File: src/hdl/hpsc_consts.vh
// register offsets, field positions and reset values of the slot power registers
`ifndef HPSC_CONSTS_VH
`define HPSC_CONSTS_VH
`define HPSC_OFS_CTRL_A     8'h02
`define HPSC_OFS_CTRL_B     8'h03
`define HPSC_OFS_COND_A     8'h04
`define HPSC_OFS_COND_B     8'h05
`define HPSC_CTRL_RESET     8'h00
`define HPSC_COND_RESET     8'h00
`define HPSC_CTRL_AUX_EN    0
`define HPSC_CTRL_PRI_EN    1
`define HPSC_CTRL_GATE      2
`define HPSC_CTRL_PRI_GOOD  6
`define HPSC_CTRL_AUX_GOOD  7
`define HPSC_COND_LV_OC     0
`define HPSC_COND_HV_OC     2
`define HPSC_COND_AUX_OC    4
`define HPSC_COND_AUX_ON    5
`define HPSC_COND_PRI_ON    6
`define HPSC_COND_TRIP      7
`endif

File: src/hdl/hpsc_slot.v
// per-slot control, overcurrent flags, trip latch and pin logic
`include "hpsc_consts.vh"
`default_nettype none
module hpsc_slot (
   input  wire       clock_in,
   input  wire       rst_in,
   input  wire       ctrl_wr_in,
   input  wire       cond_wr_in,
   input  wire [7:0] wdata_in,
   input  wire       aux_good_in,
   input  wire       pri_good_in,
   input  wire       aux_on_in,
   input  wire       pri_on_in,
   input  wire       aux_oc_in,
   input  wire       hv_oc_in,
   input  wire       lv_oc_in,
   input  wire       override_n_in,
   input  wire       power_request_in,
   input  wire       aux_request_in,
   output wire [7:0] ctrl_out,
   output wire [7:0] cond_out,
   output wire       aux_enable_out,
   output wire       primary_enable_out,
   output wire       flag_any_out,
   output reg        ok_oe_n_out,
   output reg        trip_oe_n_out
);
   reg  [2:0] ctrl;
   reg  [2:0] oc;
   reg        trip_pri;
   reg        trip_aux;
   wire [2:0] oc_event;
   wire [2:0] oc_clear;
   wire       hw_mode;
   wire       override_act;
   wire       trip;
   wire       next_ok_oe_n;
   wire       next_trip_oe_n;

   assign oc_event = {aux_oc_in, hv_oc_in, lv_oc_in};
   assign oc_clear = {wdata_in[`HPSC_COND_AUX_OC], wdata_in[`HPSC_COND_HV_OC],
                      wdata_in[`HPSC_COND_LV_OC]} & {3{cond_wr_in}};
   // pins tied low means serial management control: no trip latching
   assign hw_mode      = power_request_in | aux_request_in; // RULE14
   assign override_act = ~override_n_in & ~ctrl[`HPSC_CTRL_GATE]; // RULE2
   assign trip         = trip_pri | trip_aux;

   always @(posedge clock_in)
   begin
      if (rst_in)
      begin
         ctrl     <= 3'h0; // RULE4
         oc       <= 3'h0; // RULE4
         trip_pri <= 1'b0;
         trip_aux <= 1'b0;
      end
      else
      begin
         // only writable bits stored; read-only and reserved writes dropped
         if (ctrl_wr_in)
            ctrl <= wdata_in[2:0]; // RULE1 RULE16
         // set wins over a same-cycle echo clear
         oc <= (oc & ~oc_clear) | oc_event; // RULE10 RULE11
         // trip latches held until the matching request drops
         if (hw_mode & (hv_oc_in | lv_oc_in))
            trip_pri <= 1'b1;
         else if (~power_request_in)
            trip_pri <= 1'b0; // RULE13
         if (hw_mode & aux_oc_in)
            trip_aux <= 1'b1;
         else if (~aux_request_in)
            trip_aux <= 1'b0; // RULE13
      end
   end

   // power-good released when override active, else AND of flags
   assign next_ok_oe_n   = override_act ? 1'b1 : ~(aux_good_in & pri_good_in); // RULE5 RULE6
   // trip pin released while override, independent of reads or clears
   assign next_trip_oe_n = ~(trip & ~override_act); // RULE12 RULE15

   always @(posedge clock_in)
   begin
      if (rst_in)
      begin
         ok_oe_n_out   <= 1'b1;
         trip_oe_n_out <= 1'b1;
      end
      else
      begin
         ok_oe_n_out   <= next_ok_oe_n;
         trip_oe_n_out <= next_trip_oe_n;
      end
   end

   // power-good bits report true state, unaffected by override
   assign ctrl_out = {aux_good_in, pri_good_in, 3'h0, ctrl}; // RULE3 RULE7 RULE16
   // status trip bit follows latch even while the pin is released by override
   assign cond_out = {trip, pri_on_in, aux_on_in, oc[2], 1'b0, oc[1], 1'b0, oc[0]}; // RULE8 RULE9 RULE15
   assign aux_enable_out     = ctrl[`HPSC_CTRL_AUX_EN];
   assign primary_enable_out = ctrl[`HPSC_CTRL_PRI_EN];
   assign flag_any_out       = |oc;
endmodule
`default_nettype wire

File: src/hdl/hpsc_sync.v
// two flip-flop synchroniser for a group of pin levels
`default_nettype none
module hpsc_sync #(
   parameter WIDTH = 1
) (
   input  wire             clock_in,
   input  wire             rst_in,
   input  wire [WIDTH-1:0] async_in,
   output reg  [WIDTH-1:0] sync_out
);
   reg [WIDTH-1:0] meta;
   always @(posedge clock_in)
   begin
      if (rst_in)
      begin
         meta     <= {WIDTH{1'b0}};
         sync_out <= {WIDTH{1'b0}};
      end
      else
      begin
         meta     <= async_in;
         sync_out <= meta;
      end
   end
endmodule
`default_nettype wire

File: src/hdl/hpsc_top.v
// dual-slot hot plug control and status register bank
//
// Contract
// RULE1 - control bit 0 switches aux output, bit 1 main outputs; both writable
// RULE2 - control bit 2 set makes the override pin be ignored
// RULE3 - control bits 7 and 6 read aux and main power-good
// RULE4 - all control and status registers reset to zero, outputs off
// RULE5 - power-ok pin is AND of both good flags unless override
// RULE6 - override low with gate clear releases the power-ok pin
// RULE7 - power-good register bits unaffected by override
// RULE8 - status bit 7 reads 1 while trip pin is driven low
// RULE9 - status bits 6 and 5 show main and aux actual on state
// RULE10 - status bits 4, 2, 0 latch aux, 12 V, 3.3 V overcurrent
// RULE11 - writing one clears an overcurrent flag and drops the alert
// RULE12 - reads and flag clears never change the trip pin
// RULE13 - trip pin releases only when the matching request inputs go low
// RULE14 - requests tied low means serial control: trip bit and pin inactive
// RULE15 - override releases trip pin; trip status bit still reports
// RULE16 - writes to read-only or reserved bits ignored, reserved read zero
// RULE17 - alert pin works only while the mask input is 0
`include "hpsc_consts.vh"
`default_nettype none
module hpsc_top (
   input  wire       clock_in,
   input  wire       rst_in,
   input  wire       reg_wr_in,
   input  wire       reg_rd_in,
   input  wire [7:0] reg_addr_in,
   input  wire [7:0] reg_wdata_in,
   output reg  [7:0] reg_rdata_out,
   output reg        reg_ack_out,
   input  wire       alert_mask_in,
   input  wire [1:0] aux_good_in,
   input  wire [1:0] primary_good_in,
   input  wire [1:0] aux_on_in,
   input  wire [1:0] primary_on_in,
   input  wire [1:0] aux_overcurrent_in,
   input  wire [1:0] hv_overcurrent_in,
   input  wire [1:0] lv_overcurrent_in,
   input  wire [1:0] override_pin_n_in,
   input  wire [1:0] power_request_in,
   input  wire [1:0] aux_request_in,
   output reg  [1:0] aux_enable_out,
   output reg  [1:0] primary_enable_out,
   output reg  [1:0] power_ok_oe_n_out,
   output reg  [1:0] trip_pin_oe_n_out,
   output reg        alert_oe_n_out
);
   // ------------------------------------------------------------
   // pin synchronisers
   // ------------------------------------------------------------
   // all slot pins are asynchronous; one synchroniser covers the group
   // override enters inverted so the flops' reset zero reads as idle,
   // avoiding a false override in the first cycles after reset
   wire [20:0] pins_s;
   hpsc_sync #(.WIDTH(21)) u_sync (
      .clock_in (clock_in),
      .rst_in   (rst_in),
      .async_in ({alert_mask_in, aux_good_in, primary_good_in, aux_on_in,
                  primary_on_in, aux_overcurrent_in, hv_overcurrent_in,
                  lv_overcurrent_in, ~override_pin_n_in, power_request_in,
                  aux_request_in}),
      .sync_out (pins_s)
   );
   wire       mask_s  = pins_s[20];
   wire [1:0] agood_s = pins_s[19:18];
   wire [1:0] pgood_s = pins_s[17:16];
   wire [1:0] aon_s   = pins_s[15:14];
   wire [1:0] pon_s   = pins_s[13:12];
   wire [1:0] aoc_s   = pins_s[11:10];
   wire [1:0] hoc_s   = pins_s[9:8];
   wire [1:0] loc_s   = pins_s[7:6];
   wire [1:0] ovr_s   = ~pins_s[5:4];
   wire [1:0] preq_s  = pins_s[3:2];
   wire [1:0] areq_s  = pins_s[1:0];

   // ------------------------------------------------------------
   // slots
   // ------------------------------------------------------------
   wire [7:0] ctrl_v [0:1];
   wire [7:0] cond_v [0:1];
   wire [1:0] aen, pen, flag_any, ok_oe_n, trip_oe_n;
   wire [1:0] ctrl_wr, cond_wr;
   assign ctrl_wr[0] = reg_wr_in & (reg_addr_in == `HPSC_OFS_CTRL_A);
   assign ctrl_wr[1] = reg_wr_in & (reg_addr_in == `HPSC_OFS_CTRL_B);
   assign cond_wr[0] = reg_wr_in & (reg_addr_in == `HPSC_OFS_COND_A);
   assign cond_wr[1] = reg_wr_in & (reg_addr_in == `HPSC_OFS_COND_B);

   genvar s;
   generate
      for (s = 0; s < 2; s = s + 1)
      begin : g_slot
         hpsc_slot u_slot (
            .clock_in           (clock_in),
            .rst_in             (rst_in),
            .ctrl_wr_in         (ctrl_wr[s]),
            .cond_wr_in         (cond_wr[s]),
            .wdata_in           (reg_wdata_in),
            .aux_good_in        (agood_s[s]),
            .pri_good_in        (pgood_s[s]),
            .aux_on_in          (aon_s[s]),
            .pri_on_in          (pon_s[s]),
            .aux_oc_in          (aoc_s[s]),
            .hv_oc_in           (hoc_s[s]),
            .lv_oc_in           (loc_s[s]),
            .override_n_in      (ovr_s[s]),
            .power_request_in   (preq_s[s]),
            .aux_request_in     (areq_s[s]),
            .ctrl_out           (ctrl_v[s]),
            .cond_out           (cond_v[s]),
            .aux_enable_out     (aen[s]),
            .primary_enable_out (pen[s]),
            .flag_any_out       (flag_any[s]),
            .ok_oe_n_out        (ok_oe_n[s]),
            .trip_oe_n_out      (trip_oe_n[s])
         );
      end
   endgenerate

   // ------------------------------------------------------------
   // register read and output flops
   // ------------------------------------------------------------
   reg [7:0] next_rdata;
   always @*
   begin
      case (reg_addr_in)
         `HPSC_OFS_CTRL_A: next_rdata = ctrl_v[0];
         `HPSC_OFS_CTRL_B: next_rdata = ctrl_v[1];
         `HPSC_OFS_COND_A: next_rdata = cond_v[0];
         `HPSC_OFS_COND_B: next_rdata = cond_v[1];
         default:          next_rdata = 8'h00;
      endcase
   end

   always @(posedge clock_in)
   begin
      if (rst_in)
      begin
         reg_rdata_out      <= 8'h00;
         reg_ack_out        <= 1'b0;
         aux_enable_out     <= 2'h0;
         primary_enable_out <= 2'h0;
         power_ok_oe_n_out  <= 2'h3;
         trip_pin_oe_n_out  <= 2'h3;
         alert_oe_n_out     <= 1'b1;
      end
      else
      begin
         if (reg_rd_in)
            reg_rdata_out <= next_rdata;
         reg_ack_out        <= reg_rd_in | reg_wr_in;
         aux_enable_out     <= aen; // RULE1
         primary_enable_out <= pen; // RULE1
         power_ok_oe_n_out  <= ok_oe_n;
         trip_pin_oe_n_out  <= trip_oe_n;
         // alert pulls low on any latched flag unless masked for polling
         alert_oe_n_out     <= ~((|flag_any) & ~mask_s); // RULE17 RULE11
      end
   end
endmodule
`default_nettype wire

File: config.mk
export PLATFORM = sky130hd
export DESIGN_NAME = hpsc_top
export DESIGN_NICKNAME = d
export VERILOG_FILES = /design/src/hdl/hpsc_slot.v /design/src/hdl/hpsc_sync.v /design/src/hdl/hpsc_top.v
export VERILOG_INCLUDE_DIRS = /design/src /design/src/hdl
export SDC_FILE = /design/constraint.sdc
export NUM_CORES = 1
export LEC_CHECK = 0
export BUFFER_PORTS_ARGS = -buffer_cell sky130_fd_sc_hd__buf_2
export CAP_MARGIN = 25
export CORE_MARGIN = 2
export CORE_UTILIZATION = 55
export CTS_BUF_LIST = sky130_fd_sc_hd__clkbuf_4 sky130_fd_sc_hd__clkbuf_8
export CTS_CLUSTER_DIAMETER = 40
export DETAILED_ROUTE_END_ITERATION = 10
export PLACE_DENSITY = 0.81
export SLEW_MARGIN = 20
export SYNTH_ARGS = -nofsm -noshare
export SYNTH_HDL_FRONTEND = slang
export SYNTH_SLANG_ARGS = --single-unit
File: constraint.sdc
create_clock -name clock_in -period 1.34 [get_ports clock_in]
set_input_delay 0.268 -clock clock_in [delete_from_list [all_inputs] [get_ports clock_in]]
set_output_delay 0.268 -clock clock_in [all_outputs]
set_load 0.05 [all_outputs]
## After elaboration in Yosys (flattened, before gate mapping)

Cells that the tools add are included.

| word-level totals | value |
|---|---|
| bits in registers | 80 |
| input port bits | 41 |

| operators by class | value |
|---|---|
| eq/ne operators | 8 |
| multiplexer cells | 9 |
| bitwise logic cells | 44 |
| reductions and logical operators | 3 |

Operator list:

| kind | number |
|---|---|
| $pmux 8 s4 | 1 |
| $eq 8x2->1 const B | 2 |
| $eq 8x3->1 const B | 2 |
| $and 1x1->1 | 15 |
| $and 3x3->3 | 4 |
| $not 1->1 | 12 |
| $mux 1 | 8 |
| $ne 2x1->1 const B | 4 |
| $or 1x1->1 | 7 |
| $not 3->3 | 2 |
| $or 3x3->3 | 2 |
| $reduce_or 6->1 | 1 |
| $not 2->2 | 2 |
| $reduce_or 2->1 | 2 |

## Longest topological paths before layout

Gate-level depths: netlist (run 1).

| depth | value |
|---|---|
| word-level depth | 6 |
| mapped depth | 5 |
| depth with buffers taken out | 4 |

## By module

From an unflattened synthesis (run 1), not the netlist that was laid out.

| second synthesis, totals | value |
|---|---|
| cell total of the unflattened synthesis | 264 |
| area, all modules | 2909.0 um^2 |

By module, submodules not included:

| module | times used | cells an instance | area an instance (um^2) |
|---|---|---|---|
| hpsc_sync | 1 | 88 | 1123.6 |
| hpsc_slot | 2 | 46 | 461.7 |
| hpsc_top | 1 | 84 | 862.1 |

## Worst setup path before layout (run 1)

OpenSTA, ideal clock, no wires.

| timing | value |
|---|---|
| path kind | input to register |
| start | input port reg_addr_in[1] |
| end | register reg_rdata_out[1] |
| setup time | 0.128 ns |
| data arrival time | 0.979 ns |
| setup slack | 0.234 ns |
| cell stages on the path | 4 |
| path through | and2b_4 o2111a_2 a32oi_1 nor2_1 |

| on the way | value |
|---|---|
| longest elaborated chain between the ends | 2 |
| elaborated cells on any way between the ends | 5 |
| classes of those cells | 4 x eq/ne; 1 x mux |

RTL lines:

| element | line | text |
|---|---|---|
| from (decl) | hpsc_top.v:28 | `input wire [7:0] reg_addr_in,` |
| $eq 8x3->1 or $eq 8x2->1 (tied branches) | hpsc_top.v:126 | `case (reg_addr_in)` |
| $pmux 8 s4 (*) | hpsc_top.v:126 |  |
| to (signal assigned) | hpsc_top.v:150 | `reg_rdata_out <= next_rdata;` |
| to (decl) | hpsc_top.v:30 | `output reg [7:0] reg_rdata_out,` |

Mark *: on every way between the ends. The rest lies on a longest branch, timed or not.
A chain may end at the register's enable or synchronous reset.

## Final worst setup path (run 1)

| timing | value |
|---|---|
| start | register reg_rdata_out[6] |
| end | output port reg_rdata_out[6] |

No word-level cell between the ends.

==> impl.org, run 1 <==
** STA
- Clock skew on the completed layout was measured at 5.55 ps.
- The number of slew-limit violations in the final report came to 0.
- Setup WS post-layout :: between 100 and 150 ps
- Setup repair after global routing left no endpoint under its margin.
- Post-Route Hold Slack :: between 70 and 80 ps
- Total of endpoints with negative setup slack in the final report :: 0
- Dividing the final minimum period by the clock period gives 0.901.
- Upper clock frequency limit :: about 830 MHz
- The final hold violation count is 0.
- Final critical-path required period :: 1210 ps
- Setup total negative slack on the finished layout was measured at 0 ps.

** Clock network
- H-tree Lvls :: 3
- Buffers inserted during post-CTS setup optimization :: 0
- Clock-pin slew was measured on the worst setup and hold paths at approximately 70 ps.
- The clock passes through at most 2 buffers.
- TritonCTS Buffers :: 9
- Clock tree from TritonCTS :: done
- The clock drives approximately 80 sinks.
- In this run, post-CTS repair resized a total of 0 instances.
- Clock insertion delay at the later pin of the skew report :: between 300 and 400 ps
- Buffer type at the clock tree root :: clkbuf_8
- Hold repair after CTS inserted 0 buffers.

** Synth
- Share of Yosys cell area claimed by the top area cell type :: 0.616
- Area leader, netlist :: dfxtp_1
- Post-synthesis instance total :: roughly 250
- Synth cell count leaders :: dfxtp_1 (79), nor2b_1 (45), nor2_1 (22)
- The synthesized design contains 0 enable-type register cells.
- Ys async rst share :: 0
- Yosys reg bits :: roughly 80
- Counting every net in the synthesized netlist gives around 290.
- Main synth FF type :: dfxtp_1
- The average instance in the mapped netlist occupies about 10 um2.
- Total number of yosys warnings :: 0
- Synthesis instantiated 33 different standard cells from the library.
- Among all cell types in the netlist, the one instantiated most often is dfxtp_1.
- The synthesized netlist occupies a cell area of roughly 0.0026 mm2.
- Seq/Total Area, Yosys :: 0.616
- Ranked by total cell area, the synthesized netlist is headed by dfxtp_1 (62%), nor2b_1 (11%), mux2i_1 (4.7%), nor2_1 (3.2%), a21oi_1 (2.3%).

** Route
- Total wire length :: ~4500 um
- In the routed layout, each cell is associated on average with a via count of approximately 4.9.
- DRT iter0 DRCs :: 94
- Number of DRC violations after detailed routing :: 0
- The count of nets left with antenna violations once routing finished came out at 0.
- In the final routed layout, each cell accounts on average for ~12 um.
- TritonRoute pass-1 iters :: 4
- Total number of vias :: between 1,500 and 2,000

** Finish
- Of the cells placed in the final design, the portion with a size suffix greater than 1 is 0.282.
- Total non-filler cell area in the finished layout :: slightly above 0.003 mm2
- Final Util :: 0.702
- Number of nets in the layout :: 350
- Relative area change from synthesis to final layout :: 20.6%
- 0 antenna diodes ended up in the layout.

** Power
- For this design the static power due to leakage is 0.00133 uW.
- VDD sags by at most roughly 830 uV.
- Dividing total power by cell area gives a power density of ~1400 mW/mm2.

** Floorplan
- Die Y-Extent :: just over 70 um
- The region available for standard cell placement spans 0.00441 mm2.
- The floorplan has 24 rows.
- Die Footprint :: between 0.005 and 0.006 mm2
- roughly 60 I/O pins were placed.
- The initial utilization of the core area, before any placement, comes to 0.582.
- Measured along the x axis, the die boundary spans approximately 72 um.

** Global routing
- Grt ovf :: 0
- The initial antenna violation count is 0.
- The first global-routing pass estimated a little over 7000 um of wire.
- The number of global-route vias before repair was 1,612.
- Entering global routing, the biggest net connects 17 pins.
- In the global route stage, overall resource usage came out at 0.183.

** Hold path
- Min-delay worst type :: in2reg
- Cell count of the worst hold path :: 2

** Placed design
- Input and output buffers added on the ports amount to 53.
- OpenSTA, run right after detailed placement, puts the worst setup slack at -13.4 ps.
- After detailed placement, the total cell area comes to just under 0.003 mm2.
- Routability congestion estimate from global placement :: about 0.82
- The wire-length estimate of the detail-placed layout is about 3200 um.

** Worst setup path
- The worst setup path is captured at an output pin.
- The signal on the critical path passes through buf_2.
- The slowest stage of the critical path is the dfxtp_1 cell.
- Instance count on the critical path :: 1
- Dominant delay contributor by cell family on the critical path :: flip-flops
- CP Data Arrival Time :: 940 ps
- Classification of the worst setup path :: reg2out
- The largest single stage delay on the critical path is between 300 and 400 ps.
- Critical path launch point type :: register
- At the worst endpoint, the required time is 1070 ps.
- The number of cells on the worst reg-to-reg path is 4.
- Crit path buffers/inverters :: 1
- In this run the worst path has a maximum fanout of 2.

** Flow run
- Max cap viols :: 0

** Run status
- Status :: complete, no violations
-- path summary, 6_finish.rpt --
check / startpoint / to / slack, ps
max: reg_rdata_out[6] / reg_rdata_out[6] / 130
min: override_pin_n_in[1] / u_sync.meta[5] / 70
max reg2reg: g_slot[0].u_slot.trip_pri / reg_rdata_out[7] / 320
min reg2reg: u_sync.sync_out[17] / g_slot[1].u_slot.ok_oe_n_out / 400
-- power by group --
| part | total, uW | switching, uW | internal, uW |
|---|---|---|---|
| registers | 2450 | 30.1 | 2420 |
| clock network | 1530 | 785 | 749 |
| logic | 275 | 146 | 129 |
| total | 4260 | 961 | 3300 |
-- cell families after synthesis --
kind of cell / Yosys count / synth area share
AO/OA/AOI/OAI: 35 / 0.0848
buffers and inverters: 16 / 0.0273
flip-flops: 79 / 0.616
multiplexers: 15 / 0.0599
other: 1 / 0.00146
AND/OR/NAND/NOR: 99 / 0.211
-- sequential cells by signal (all words and copies together) (netlist names) --
name                         cells
trip_pin_oe_n_out                2
reg_rdata_out                    7
u_sync.sync_out                 21
power_ok_oe_n_out                2
primary_enable_out               2
g_slot.u_slot.trip_aux           2
reg_ack_out                      1
aux_enable_out                   2
g_slot.u_slot.ok_oe_n_out        2
g_slot.u_slot.oc                 6
g_slot.u_slot.trip_pri           2
g_slot.u_slot.trip_oe_n_out      2
u_sync.meta                     21
g_slot.u_slot.ctrl               6
alert_oe_n_out                   1
-- area by class of cell --
class / instances / area, um2
tap: 52 / 65.1
fill: 342 / 1320
timing repair buffer: 63 / 340
clock buffer: 11 / 151
clock inverter: 3 / 20.0
sequential: 79 / 1580
inverter: 6 / 22.5
multi-input combinational: 150 / 917
-- routing by layer --
layer | vias up | global-route usage | routed length (um)
met1 | 782 | 0.216 | 2090
met5 | - | 0 | 0
met3 | 11 | 0.0556 | 284
met4 | 0 | 0.109 | 124
li1 | 939 | - | -
met2 | 66 | 0.293 | 2010
-- metrics by stage --
step / std cells / power (uW)
6_report: 364 / 4260
5_1_grt: 364 / 4400
4_1_cts: 364 / 4280
3_5_place_dp: 350 / 2780
3_3_place_gp: 350 / 2780
2_1_floorplan: 245 / 2670
-- cells in the final DEF, fill, tap and decap left out, types with 4 or more instances in the layout --
cell / instances
dfxtp_1: 79
buf_2: 53
nor2b_1: 45
nor2_1: 22
mux2i_1: 12
a21oi_1: 12
clkbuf_8: 11
nand2_1: 10
buf_4: 10
o21ai_0: 7
inv_1: 6
nand3_1: 6
o22ai_1: 5
a22oi_1: 4
or2_2: 4
Note: power is estimated with default switching activity, not from simulation.
==> inputs of run 2 (changes only) <==
--- a/config.mk
+++ b/config.mk
@@ -14,6 +14,7 @@
 export CTS_CLUSTER_DIAMETER = 40
 export DETAILED_ROUTE_END_ITERATION = 10
 export PLACE_DENSITY = 0.81
+export RECOVER_POWER = 50
 export SLEW_MARGIN = 20
 export SYNTH_ARGS = -nofsm -noshare
 export SYNTH_HDL_FRONTEND = slang
==> impl.org, run 2 (same netlist as run 1, synthesis figures left out) <==
** Run status
- The flow ran to the end, and the final reports show no timing, DRC or antenna violations.

** Clock network
- Sinks on the clock net :: 79
- # hold bufs at CTS :: 0
- Clock slew seen by the registers of the worst setup and hold paths :: about 70 ps
- The clock passes through at most 2 buffers.
- Clock insertion delay at the later pin of the skew report :: around 340 ps
- The cell sitting at the root of the clock tree is a clkbuf_8.
- The number of setup buffers added after CTS is 0.
- Number of gates resized after CTS :: 0
- TritonCTS Buffers :: 9
- The clock tree synthesis step divided the H-tree into 3 levels.
- Clock tree from TritonCTS :: done

** Worst setup path
- Counting cells, the worst reg-to-reg path comes to 4.
- Reg-to-reg setup timing slack :: 310 ps
- Critical path launch point type :: register
- For this design, the slowest cell found on the critical path is dfxtp_1.
- The endpoint identified for the worst register-to-register timing path is reg_rdata_out[7].
- The worst register-to-register path begins at g_slot[0].u_slot.trip_pri.
- The most critical setup path has its startpoint at reg_rdata_out[6].
- Crit path buffers/inverters :: 1
- Worst setup EP type :: output pin
- The kind of cell with the highest combined delay along the critical path is flip-flops.
- In this design, the stage delay of the slowest critical-path cell is 340 ps.
- CP Data Arrival Time :: around 940 ps
- Maximum fanout encountered on the critical timing path :: 2
- Critical path cell sequence :: buf_2
- Data required time at the worst endpoint :: ~1100 ps
- Critical path destination :: reg_rdata_out[6]
- Instance count on the critical path :: 1
- By startpoint and endpoint, the worst setup path is classified as reg2out.

** STA
- Setup WS post-layout :: between 100 and 150 ps
- The number of slew-limit violations in the final report was 0.
- In this run the tightest slew margin relative to its limit is 0.602.
- Worst clock skew :: 5.11 ps
- Counting I/O delays and the setup requirement, the final critical path takes between 1000 and 1500 ps.
- The final hold violation count came to 0.
- Upper clock frequency limit :: about 830 MHz
- Total of endpoints with negative setup slack in the final report :: 0
- In the finished design, the share of the clock period the worst path needs comes to 0.900.
- Unrepaired setup endpoints after global routing :: false
- Adding up every negative setup slack in the final design gives 0 ps.
- For the pin with the worst max-slew slack, the measured transition is between 500 and 600 ps.
- Hold is met by around 72 ps.

** Hold path
- The worst hold path was traced through 2 stages.
- Min-delay worst type :: in2reg

** Global routing
- Total GRT Usage :: 0.183
- Global-route wire length before repair :: 7060 um
- Antenna violations before repair :: 0
- Entering global routing, the biggest net connects 17 pins.
- The number of global-route vias before repair came to 1,612.
- For this run the aggregate overflow at the end of global routing stands at 0.

** Finish
- Number of filler instances in the final layout :: between 300 and 400
- Number of nets in the layout :: 350
- Of the cells placed in the final design, the portion with a size suffix greater than 1 is 0.269.
- The library cells used most frequently in the layout, excluding fill and tap cells, are dfxtp_1 (79), buf_2 (52), nor2b_1 (45), nor2_1 (22).
- 0 antenna diodes ended up in the layout.
- Relative area change from synthesis to final layout :: 20.1%
- At the end of the flow the core is filled with cells to 0.699.
- Top Registers :: u_sync.meta (21), u_sync.sync_out (21), reg_rdata_out (7)
- The library cell used most frequently in the layout, excluding fill and tap cells, is dfxtp_1.

** Placed design
- Detailed placement ended at an HPWL of ~3200 um.
- Routability-driven placement finished with a final weighted congestion of approximately 0.8.
- Buffers placed on the I/O ports in this run total 53.
- Worst slack at placement :: -13.4 ps

** Route
- Once detail routing completed, the nets flagged for antenna violations numbered 0.
- After detailed routing, the number of vias per cell comes to about 4.9.
- Number of DRC violations after detailed routing :: 0
- Total wire length :: 4480 um
- Total number of vias :: 1,801
- After the first detailed-routing iteration, the DRC count stood at 95.
- Average wire per standard cell :: about 12 um
- TritonRoute pass-1 iters :: 4

** Power
- Peak supply drop :: 833 uV
- Dividing total power by cell area gives a power density of ~1400 mW/mm2.
- Leakage power figure :: around 0.0013 uW

** Floorplan
- Die Y-Extent :: slightly above 70 um
- For this design the top-level I/O count stands at 59.
- Initial standard-cell utilization of the core :: 0.582
- The die covers about 0.0052 mm2.
- The floorplan step defined a core boundary enclosing between 0.004 and 0.005 mm2.
- The die is 72.3 um wide.
- Total number of placement rows :: 24

** Flow run
- Max cap viols :: 0
## run 2: final cells by class
cell class                      instances  area [um2]  share of cell area
Clock buffer                           11         151              0.0491
Clock inverter                          3        20.0             0.00649
Inverter                                6        22.5             0.00730
Multi-Input combinational cell        150         917               0.297
Sequential cell                        79        1580               0.513
Tap cell                               52        65.1              0.0211
Timing Repair Buffer                   63         328               0.106
## run 2: power by group
| group | total, uW | internal [uW] | switching (uW) |
|---|---|---|---|
| registers | 2460 | 2420 | 30.0 |
| clock network | 1530 | 749 | 780 |
| logic | 271 | 125 | 146 |
| total | 4260 | 3300 | 956 |
## run 2: routing by layer
metal  track usage  vias up  part of all wire
met4         0.109        0             0.028
li1              -      939                 -
met1         0.216      792              0.47
met5             0        -                 0
met3        0.0556       10             0.054
met2         0.293       60              0.45
## run 2: worst min path at each step
stage                         start                            to  slack (ps)
3_3_place_gp    u_sync.sync_out[17]  g_slot[1].u_slot.ok_oe_n_out         380
4_1_cts        override_pin_n_in[1]                u_sync.meta[5]          60
5_1_grt        override_pin_n_in[1]                u_sync.meta[5]          50
3_5_place_dp    u_sync.sync_out[17]  g_slot[1].u_slot.ok_oe_n_out         390
2_1_floorplan  override_pin_n_in[1]                u_sync.meta[5]         330
6_report       override_pin_n_in[1]                u_sync.meta[5]          70
## run 2: through the flow
| step | area, um2 | total power [uW] | std cells |
|---|---|---|---|
| global route | 3090 | 4400 | 364 |
| floorplan | 2570 | 2670 | 245 |
| CTS | 3100 | 4280 | 364 |
| detailed placement | 2930 | 2780 | 350 |
| global placement | 2930 | 2780 | 350 |
| finish | 3090 | 4260 | 364 |
